<file path="config.mk">
export PLATFORM = sky130hd
export DESIGN_NAME = swc_top
export DESIGN_NICKNAME = d
export VERILOG_FILES = /design/src/rtl/swc_pkg.sv /design/src/rtl/swc_port.sv /design/src/rtl/swc_top.sv
export SDC_FILE = /design/constraint.sdc
export NUM_CORES = 1
export LEC_CHECK = 0
export BUFFER_PORTS_ARGS = -buffer_cell sky130_fd_sc_hd__buf_2
export CAP_MARGIN = 20
export CORE_ASPECT_RATIO = 2
export CORE_MARGIN = 1
export CORE_UTILIZATION = 46
export CTS_CLUSTER_DIAMETER = 40
export DETAILED_ROUTE_END_ITERATION = 16
export HOLD_SLACK_MARGIN = 0.06
export PLACE_DENSITY = 0.78
export RECOVER_POWER = 50
export SYNTH_ARGS = -nofsm -noshare
export SYNTH_HDL_FRONTEND = slang
export SYNTH_SLANG_ARGS = --single-unit
export TNS_END_PERCENT = 10
</file>
<file path="constraint.sdc">
create_clock -name clock_in -period 2.5 [get_ports clock_in]
set_input_delay 0.25 -clock clock_in [delete_from_list [all_inputs] [get_ports clock_in]]
set_output_delay 0.25 -clock clock_in [all_outputs]
set_load 0.005 [all_outputs]
</file>
<file path="src/rtl/swc_pkg.sv">
// package: standby controller constants and types
package swc_pkg;
    // ==========================================
    // run and standby modes
    typedef enum logic [1:0] {
        SWC_RUN,
        SWC_IDLE,
        SWC_DEEP,
        SWC_XTAL
    } swc_mode_t;

    // ==========================================
    // widths, mode command codes, reset values and reset pulse length
    localparam int          SWC_PORT_W     = 8;
    localparam logic [1:0]  SWC_CMD_IDLE   = 2'h1;
    localparam logic [1:0]  SWC_CMD_DEEP   = 2'h2;
    localparam logic [1:0]  SWC_CMD_XTAL   = 2'h3;
    localparam logic [7:0]  SWC_DIR_RST    = 8'h00;
    localparam logic [7:0]  SWC_PULL_RST   = 8'h00;
    localparam logic [7:0]  SWC_DOUT_RST   = 8'h00;
    localparam int          SWC_RST_PULSE  = 4;
endpackage : swc_pkg

</file>
<file path="src/rtl/swc_port.sv">
// one 8-bit port: direction, pull-up, pin readback
`timescale 1ns/1ns
`default_nettype none
module swc_port (
    input  wire logic                           clock_in,
    input  wire logic                           rst_in,
    input  wire logic                           wr_in,
    input  wire logic [swc_pkg::SWC_PORT_W-1:0] dout_in,
    input  wire logic [swc_pkg::SWC_PORT_W-1:0] dir_in,
    input  wire logic [swc_pkg::SWC_PORT_W-1:0] pull_in,
    input  wire logic [swc_pkg::SWC_PORT_W-1:0] pin_in,
    output logic      [swc_pkg::SWC_PORT_W-1:0] pin_out,
    output logic      [swc_pkg::SWC_PORT_W-1:0] pin_oe_out,
    output logic      [swc_pkg::SWC_PORT_W-1:0] pull_en_out,
    output logic      [swc_pkg::SWC_PORT_W-1:0] rd_out
);
    import swc_pkg::*;
    typedef struct packed {
        logic [7:0] dout;
        logic [7:0] dir;
        logic [7:0] pull;
        logic [7:0] s1;
        logic [7:0] s2;
    } swc_port_st_t;
    swc_port_st_t st_r;
    swc_port_st_t st_nxt;

    always_comb begin
        st_nxt    = st_r;
        st_nxt.s1 = pin_in;
        st_nxt.s2 = st_r.s1;
        if (wr_in) begin
            st_nxt.dout = dout_in;
            st_nxt.dir  = dir_in;
            st_nxt.pull = pull_in;
        end
    end

    always_ff @(posedge clock_in or posedge rst_in) begin
        if (rst_in) begin
            st_r <= '{SWC_DOUT_RST, SWC_DIR_RST, SWC_PULL_RST, 8'h00, 8'h00};
        end else begin
            st_r <= st_nxt;
        end
    end

    assign pin_out     = st_r.dout;
    assign pin_oe_out  = st_r.dir;
    assign pull_en_out = st_r.pull;
    // pin level, never the output latch
    assign rd_out      = st_r.s2;

    // two edges of history must lie after reset before the pipe is full
    rd_follows_pin_a: assert property (@(posedge clock_in)
        disable iff (rst_in)
        (!$past(rst_in) && !$past(rst_in, 2)) |-> rd_out == $past(pin_in, 2))
        else $error("port read does not follow pin");
endmodule : swc_port
`default_nettype wire

</file>
<file path="src/rtl/swc_top.sv">
// standby wake controller: idle, deep and crystal-retaining standby
`timescale 1ns/1ns
`default_nettype none
module swc_top (
    input  wire logic                           clock_in,
    input  wire logic                           rst_in,
    input  wire logic                           mode_wr_in,
    input  wire logic [1:0]                     mode_sel_in,
    input  wire logic                           pll_en_in,
    input  wire logic                           ceramic_osc_en_in,
    input  wire logic                           mrc_en_in,
    input  wire logic                           xtal_en_in,
    input  wire logic                           wdt_lrc_en_in,
    input  wire logic                           bt_uses_lrc_in,
    input  wire logic                           reset_pin_n_in,
    input  wire logic                           wdt_reset_in,
    input  wire logic                           low_voltage_reset_in,
    input  wire logic                           irq_any_in,
    input  wire logic                           ext_irq_pin_a_in,
    input  wire logic                           ext_irq_pin_b_in,
    input  wire logic                           ext_irq_pin_c_in,
    input  wire logic                           ext_irq_pin_e_in,
    input  wire logic                           ext_irq_pin_f_in,
    input  wire logic                           pin_a_level_in,
    input  wire logic                           pin_b_level_in,
    input  wire logic                           port0_irq_in,
    input  wire logic                           usb_bus_active_in,
    input  wire logic                           base_timer_irq_in,
    input  wire logic                           ir_rx_irq_in,
    input  wire logic                           port_wr_in,
    input  wire logic [swc_pkg::SWC_PORT_W-1:0] port_dout_in,
    input  wire logic [swc_pkg::SWC_PORT_W-1:0] port_dir_in,
    input  wire logic [swc_pkg::SWC_PORT_W-1:0] port_pull_in,
    input  wire logic [swc_pkg::SWC_PORT_W-1:0] port_pin_in,
    output logic      [swc_pkg::SWC_PORT_W-1:0] port_pin_out,
    output logic      [swc_pkg::SWC_PORT_W-1:0] port_oe_out,
    output logic      [swc_pkg::SWC_PORT_W-1:0] port_pull_en_out,
    output logic      [swc_pkg::SWC_PORT_W-1:0] port_rd_out,
    output logic                                reset_pin_n_out,
    output logic                                reset_pin_oe_out,
    output logic                                chip_reset_out,
    output logic                                cpu_run_out,
    output logic                                periph_run_out,
    output logic                                bt_ir_run_out,
    output logic                                pll_run_out,
    output logic                                ceramic_osc_run_out,
    output logic                                mrc_run_out,
    output logic                                xtal_run_out,
    output logic                                lrc_run_out,
    output logic [1:0]                          mode_out
);
    import swc_pkg::*;

    // ==========================================
    // state
    typedef struct packed {
        swc_mode_t  mode;
        logic [1:0] rsync;
        logic       pll;
        logic       cer;
        logic       mrc;
        logic       xtal;
        logic       lrc;
        logic       xtal_hold;
        logic       lrc_hold;
        logic [2:0] rcnt;
        logic       rdrive;
        logic       crst;
        logic       cpu;
        logic       per;
        logic       btir;
    } swc_st_t;
    swc_st_t st_r;
    swc_st_t st_nxt;

    logic pin_low;
    logic rst_src;
    logic deep_wake;
    logic xtal_wake;

    assign pin_low = !st_r.rsync[1];
    assign rst_src = pin_low || wdt_reset_in || low_voltage_reset_in;

    // edge-detect pins a and b cannot wake: no clock to see the edge
    assign deep_wake = rst_src
        || (ext_irq_pin_a_in && pin_a_level_in)
        || (ext_irq_pin_b_in && pin_b_level_in)
        || ext_irq_pin_c_in || ext_irq_pin_e_in
        || ext_irq_pin_f_in || port0_irq_in || usb_bus_active_in;
    assign xtal_wake = deep_wake || base_timer_irq_in
        || ir_rx_irq_in;

    // ==========================================
    // next state
    always_comb begin
        st_nxt          = st_r;
        st_nxt.rsync    = {st_r.rsync[0], reset_pin_n_in};
        st_nxt.crst     = rst_src || st_r.rdrive;
        st_nxt.lrc      = wdt_lrc_en_in;
        case (st_r.mode)
            SWC_RUN: begin
                st_nxt.pll  = pll_en_in;
                st_nxt.cer  = ceramic_osc_en_in;
                st_nxt.mrc  = mrc_en_in;
                st_nxt.xtal = xtal_en_in;
                if (mode_wr_in) begin
                    case (mode_sel_in)
                        SWC_CMD_IDLE: st_nxt.mode = SWC_IDLE;
                        SWC_CMD_DEEP: begin
                            st_nxt.mode = SWC_DEEP;
                            st_nxt.pll  = 1'b0;
                            st_nxt.cer  = 1'b0;
                            st_nxt.mrc  = 1'b0;
                            st_nxt.xtal = 1'b0;
                        end
                        SWC_CMD_XTAL: begin
                            st_nxt.mode      = SWC_XTAL;
                            st_nxt.pll       = 1'b0;
                            st_nxt.cer       = 1'b0;
                            st_nxt.mrc       = 1'b0;
                            st_nxt.xtal      = xtal_en_in;
                            st_nxt.xtal_hold = xtal_en_in;
                            st_nxt.lrc_hold  = wdt_lrc_en_in;
                        end
                        default: st_nxt.mode = SWC_RUN;
                    endcase
                end
            end
            SWC_IDLE: begin
                // oscillators other than the low-speed rc keep their entry state
                if (rst_src || irq_any_in) begin
                    st_nxt.mode = SWC_RUN;
                end
            end
            SWC_DEEP: begin
                if (deep_wake) begin
                    st_nxt.mode = SWC_RUN;
                end
            end
            SWC_XTAL: begin
                st_nxt.xtal = st_r.xtal_hold;
                if (bt_uses_lrc_in) begin
                    st_nxt.lrc = st_r.lrc_hold;
                end
                if (xtal_wake) begin
                    st_nxt.mode = SWC_RUN;
                end
            end
            default: st_nxt.mode = SWC_RUN;
        endcase
        // watchdog or low-voltage reset stretched onto the pin
        if (wdt_reset_in || low_voltage_reset_in) begin
            st_nxt.rcnt   = 3'(SWC_RST_PULSE);
            st_nxt.rdrive = 1'b1;
        end else if (st_r.rcnt != 3'h0) begin
            st_nxt.rcnt = st_r.rcnt - 3'h1;
        end else begin
            st_nxt.rdrive = 1'b0;
        end
        // run enables registered so the outputs come from flops
        st_nxt.cpu  = (st_nxt.mode == SWC_RUN);
        st_nxt.per  = st_nxt.cpu || (st_nxt.mode == SWC_IDLE);
        st_nxt.btir = st_nxt.per || (st_nxt.mode == SWC_XTAL);
    end

    always_ff @(posedge clock_in or posedge rst_in) begin
        if (rst_in) begin
            st_r <= '{SWC_RUN, 2'h3, 1'b0, 1'b0, 1'b0, 1'b0, 1'b0,
                      1'b0, 1'b0, 3'h0, 1'b0, 1'b1, 1'b1, 1'b1, 1'b1};
        end else begin
            st_r <= st_nxt;
        end
    end

    // ==========================================
    // outputs
    assign mode_out            = st_r.mode;
    assign cpu_run_out         = st_r.cpu;
    assign periph_run_out      = st_r.per;
    assign bt_ir_run_out       = st_r.btir;
    assign pll_run_out         = st_r.pll;
    assign ceramic_osc_run_out = st_r.cer;
    assign mrc_run_out         = st_r.mrc;
    assign xtal_run_out        = st_r.xtal;
    assign lrc_run_out         = st_r.lrc;
    assign reset_pin_n_out     = 1'b0;
    assign reset_pin_oe_out    = st_r.rdrive;
    assign chip_reset_out      = st_r.crst;

    // ==========================================
    // general port; filter pins left as inputs by software
    swc_port u_port (
        .clock_in    (clock_in),
        .rst_in      (rst_in),
        .wr_in       (port_wr_in),
        .dout_in     (port_dout_in),
        .dir_in      (port_dir_in),
        .pull_in     (port_pull_in),
        .pin_in      (port_pin_in),
        .pin_out     (port_pin_out),
        .pin_oe_out  (port_oe_out),
        .pull_en_out (port_pull_en_out),
        .rd_out      (port_rd_out)
    );

    // ==========================================
    // checks
    idle_wake_a: assert property (@(posedge clock_in)
        disable iff (rst_in)
        (st_r.mode == SWC_IDLE && irq_any_in) |=> cpu_run_out)
        else $error("idle did not wake on interrupt");
    idle_periph_a: assert property (@(posedge clock_in)
        disable iff (rst_in)
        (st_r.mode == SWC_IDLE) |-> periph_run_out && !cpu_run_out)
        else $error("idle gating wrong");
    idle_osc_keep_a: assert property (@(posedge clock_in)
        disable iff (rst_in)
        (st_r.mode == SWC_IDLE) |=> $stable({pll_run_out,
        ceramic_osc_run_out, mrc_run_out, xtal_run_out}))
        else $error("oscillator changed in idle");
    deep_osc_off_a: assert property (@(posedge clock_in)
        disable iff (rst_in)
        (st_r.mode == SWC_DEEP) |-> !pll_run_out && !xtal_run_out
        && !mrc_run_out && !ceramic_osc_run_out && !periph_run_out)
        else $error("oscillator running in deep standby");
    deep_wake_usb_a: assert property (@(posedge clock_in)
        disable iff (rst_in)
        (st_r.mode == SWC_DEEP && usb_bus_active_in) |=> cpu_run_out)
        else $error("deep standby missed usb wake");
    edge_no_wake_a: assert property (@(posedge clock_in)
        disable iff (rst_in)
        (st_r.mode == SWC_DEEP && !deep_wake) |=> !cpu_run_out)
        else $error("deep standby woke without source");
    // judged from the pins, not from the wake decode it guards
    pin_ab_edge_a: assert property (@(posedge clock_in)
        disable iff (rst_in)
        (st_r.mode == SWC_DEEP && !pin_a_level_in && !pin_b_level_in
        && !rst_src && !ext_irq_pin_c_in && !ext_irq_pin_e_in
        && !ext_irq_pin_f_in && !port0_irq_in && !usb_bus_active_in)
        |=> !cpu_run_out)
        else $error("edge-detect pin woke deep standby");
    xtal_hold_a: assert property (@(posedge clock_in)
        disable iff (rst_in)
        (st_r.mode == SWC_XTAL) |-> xtal_run_out == st_r.xtal_hold
        && bt_ir_run_out && !periph_run_out)
        else $error("crystal standby state wrong");
    lrc_wdt_a: assert property (@(posedge clock_in)
        disable iff (rst_in)
        (st_r.mode != SWC_XTAL) |=> lrc_run_out == $past(wdt_lrc_en_in))
        else $error("low-speed rc not following watchdog");
    xtal_bt_wake_a: assert property (@(posedge clock_in)
        disable iff (rst_in)
        (st_r.mode == SWC_XTAL && base_timer_irq_in) |=> cpu_run_out)
        else $error("crystal standby missed timer wake");
    rst_drive_a: assert property (@(posedge clock_in)
        disable iff (rst_in)
        $rose(wdt_reset_in) |=> reset_pin_oe_out [*4])
        else $error("reset pin not driven");
endmodule : swc_top
`default_nettype wire

</file>
Word level (Yosys, flattened, before mapping)
Index checks and enable logic that the tools add are counted.
Cells by class
  $add $sub $neg: 1
  div/mod/pow operators: 0
  multiply operators: 0
  shift-type cells: 0
  reductions and logical operators: 25
  equal/unequal tests: 9
  bitwise logic cells: 0
  magnitude comparators: 0
  multiplexer cells: 14
Operator list (number)
  $logic_or A1 B1 Y1: 16
  $eq A2 B2 Y1 const B: 5
  $mux W2: 4
  $mux W4: 2
  $pmux W2 S4: 1
  $pmux W4 S2: 1
  $eq A2 B1 Y1 const B: 3
  $pmux W2 S3: 1
  $logic_not A2 Y1: 2
  $reduce_bool A2 Y1: 2
  $mux W1: 3
  $mux W3: 1
  $reduce_and A3 Y1: 1
  $reduce_bool A3 Y1: 1
  $sub A3 B1 Y3 const B: 1
  $logic_and A1 B1 Y1: 2
  $ne A2 B2 Y1 const B: 1
  $pmux W1 S2: 1
  $logic_not A1 Y1: 1
Storage, ports and cells
  memory bits (read-only): 0
  memories: 0
  memory bits (writable): 0
  register bits: 59
  logic and storage cells: 69
  input port bits: 59
  latch bits: 0
  output and inout bits: 45

Longest topological paths before layout
  word-level depth: 17
  depth in mapped cells: 6
  depth with buffers taken out: 6

By module
From an unflattened synthesis, not the netlist that was laid out.
Unflattened totals
  cells, all modules: 160
  area total of the unflattened synthesis: 2378.5 um2
By module, submodules not included
  swc_port: seq. area each 1001.0 um2, instances 1, cells each 68, area an instance 1401.3 um2
  swc_top: seq. area each 483.0 um2, instances 1, cells each 92, area an instance 977.2 um2

Least setup slack after synthesis
OpenSTA, ideal clock, no wires.
  kind: register to register
  start: register st_r, in the netlist mode_out[0]
  end: register st_r, in the netlist bt_ir_run_out
  cell stages (with the launch flop): 7
  path slack: 0.684 ns
  clock period less this slack: 1.816 ns
  path buffers: 0
  setup time: 0.083 ns
  data required time: 2.417 ns
  arrival: 1.733 ns
  path through: dfrtp_1 inv_1 ha_1 nor4b_2 nand4_1 o31a_1 a221o_1
RTL lines
  start: declaration: line swc_top.sv:73  | swc_st_t st_r;
  start signal: assignment: line swc_top.sv:168  | st_r <= '{SWC_RUN, 2'h3, 1'b0, 1'b0, 1'b0, 1'b0, 1'b0,
  start signal: assignment: line swc_top.sv:171  | st_r <= st_nxt;

==> impl_metrics.json <==
{
  "failed_checks": "max-capacitance violations, max-slew violations",
  "clockRootBuffer": "clkbuf_8",
  "grt_max_degree": 46,
  "r2r_setup_slack_ps": 490,
  "cp-end-kind": "flip-flop",
  "die_h_um": 101.0,
  "num_rows": 35,
  "finalSetupViolCount": 0,
  "syn_to_final_growth_pct": 35.54,
  "ios": 104,
  "crit_buf_inv": 2,
  "dp_hpwl_mm": 3.367,
  "path_cells": "inv_1 > ha_1 > nor4b_2 > inv_1 > o31ai_1 > a221o_1",
  "via_count": 1643,
  "slowest_stage": "dfrtp_1",
  "hold_ws_ps": 128.3,
  "cp_top_family": "compound AO/OA/AOI/OAI gates",
  "ant_nets": 0,
  "worstSetupStartpointType": "flip-flop",
  "antenna_found_initial": 0,
  "post_cts_buffers": 0,
  "synth_area_leaders": "dfrtp_1 (59%), mux2_2 (14%), dfstp_2 (7.0%)",
  "grt_pass1_vias": 1636,
  "slew_violations": 46,
  "start_util": 0.4854,
  "arrival_ps": 2280,
  "grt_pass1_wl_mm": 7.086,
  "period_needed_ps": 2010,
  "synth_flop_cell": "dfrtp_1",
  "via_per_inst": 4.875,
  "synth_cells": 160,
  "hold_violations": 0,
  "p_leak_nw": 1.495,
  "grtUsageTotal": 0.1909,
  "synth_area_um2": 2253,
  "fin_cells": 337,
  "hp-class": "in2reg",
  "slew_headroom": -0.07232,
  "core-area_um2": 4642,
  "finalClockSkew_ps": 5.057,
  "async_flop_share": 1.000,
  "layout.nets": 343,
  "ys_warn_count": 0,
  "finalWirelength_mm": 4.603,
  "drv_cap": 1,
  "status": "finished, violations left",
  "clk_latency_ps": 330,
  "synth-seq-cells": 59,
  "setup_tns_ps": 0,
  "drc": 0,
  "synth_top_area_cell": "dfrtp_1",
  "clock.fmax_mhz": 497.6,
  "yosysSeqAreaShare": 0.6585,
  "post-route-period-util": 0.8038,
  "detail_route.wl_per_cell_um": 13.66,
  "synth.avg_cell_area_um2": 14.08,
  "worst_pin_slew_ps": 1607,
  "drt_iter0_drc": 17,
  "die_x_um": 51.49,
  "cts.clk_slew.worst_paths_ps": 60,
  "ctsResizeCount": 0,
  "cts_tree": "done",
  "drive_above_1_share": 0.5355,
  "fill_cells": 394,
  "rsz0062_at_grt": "false",
  "syn-num-nets": 226,
  "synth_common_cells": "dfrtp_1 (53), mux2_2 (29), inv_1 (10), nand2_1 (10), o21ai_0 (8)",
  "cts_max_path_buffers": 2,
  "worstPathRequired_ps": 2770,
  "synth_enable_flop_cells": 0,
  "synth_top_cell_area_share": 0.5886,
  "first_pass_iters": 4,
  "p_per_area_nw_per_um2": 715.0,
  "ys_types": 30,
  "grt_overflow": 0,
  "h-tree-depth": 3,
  "io_buffers": 102,
  "slowest_delay_ps": 460,
  "yosysMostFrequentCell": "dfrtp_1",
  "crit_fanout": 7,
  "placed_cells": 312,
  "cts_buffers": 9,
  "die_area_um2": 5199,
  "antenna_cells": 0,
  "path_class": "reg2reg",
  "crit_top_cell": "inv_1",
  "clock-sinks": 59,
  "ir_drop_mv": 0.4697,
  "gp_congestion": 0.7587
}
[through the flow]
stage	instance area [µm²]	power, mW	worst slack (ps)	utilization
after floorplan	2253	1.320	684.0	-
after global placement	2804	1.472	541.3	0.6040
after detailed placement	2804	1.488	514.9	0.6040
after CTS	3055	2.215	487.0	0.6582
after global routing	3054	2.298	302.4	0.6580
final	3054	2.184	490.5	0.6580
[registers in the layout (all words and copies together), names as in the netlist, 2 cells and up]
name,cells
st_r,6
mode_out,2
u_port.pull_en_out,8
u_port.st_nxt,8
u_port.pin_oe_out,8
u_port.rd_out,8
u_port.pin_out,8
[repair_timing]
action / in CTS / in global routing
hold endpoints to repair: 9 / 0
endpoints found under the setup margin: 0 / 0
hold buffers: 9 / 0
[kinds of logic (layout without fill, tap and decap cells)]
family	count (synthesis)	count (layout)	synth area share
muxes	30	30	0.1494
AOI/OAI and AO/OA	18	18	0.05331
DFF	59	59	0.6585
xor gates and xnor gates	1	1	0.003887
and+or+nand+nor	28	28	0.06164
adders and majority gates	7	7	0.03887
buffers and inverters	16	138	0.03276
other	1	1	0.001664
[cells in the final DEF, fill, tap and decap left out, types with 4 or more instances in the layout]
| cell type | Yosys | layout |
|---|---|---|
| o21ai_0 | 8 | 8 |
| nand2_1 | 10 | 10 |
| dlygate4sd3_1 | 0 | 9 |
| nand3_1 | 4 | 4 |
| dfrtp_1 | 53 | 53 |
| clkbuf_8 | 0 | 9 |
| dfstp_2 | 6 | 5 |
| inv_1 | 10 | 10 |
| mux2_2 | 29 | 29 |
| nor2_1 | 5 | 5 |
| ha_1 | 7 | 7 |
| buf_2 | 2 | 101 |
[report_power, final]
group / switching (mW) / total, mW / internal, mW
combinational: 0.165 / 0.356 / 0.191
clock: 0.353 / 0.707 / 0.354
sequential: 0.0527 / 1.12 / 1.07
total: 0.570 / 2.18 / 1.61
[layer usage]
metal | part of all wire | routed length, µm | global-route usage
met5 | 0 | 0 | 0
met4 | 0.017 | 78 | 0.09563
met3 | 0.064 | 293 | 0.06486
met2 | 0.58 | 2681 | 0.3467
met1 | 0.34 | 1549 | 0.1815
[final timing paths]
kind	start	end	cells past startpoint
max in group asynchronous	rst_in	u_port.st_nxt[0]$_DFF_PP0_	3
min in group asynchronous	rst_in	st_r[8]$_DFFE_PP0P_	2
hold / removal	wdt_reset_in	st_r[5]$_DFFE_PP0P_	2
setup / recovery	mode_out[0]$_DFF_PP0_	bt_ir_run_out$_DFF_PP1_	6
setup reg to reg	mode_out[0]$_DFF_PP0_	bt_ir_run_out$_DFF_PP1_	6
hold reg to reg	u_port.st_nxt[0]$_DFF_PP0_	u_port.rd_out[0]$_DFF_PP0_	0
[final cells by class]
class	count	area, µm²	share of cell area
Clock buffer	11	131.4	0.04302
Clock inverter	5	30.03	0.009832
Inverter	10	37.54	0.01229
Multi-Input combinational cell	85	695.7	0.2278
Sequential cell	59	1484	0.4859
Tap cell	55	68.82	0.02253
Timing Repair Buffer	112	606.8	0.1987
No activity file was read; power rests on OpenSTA's default activity.
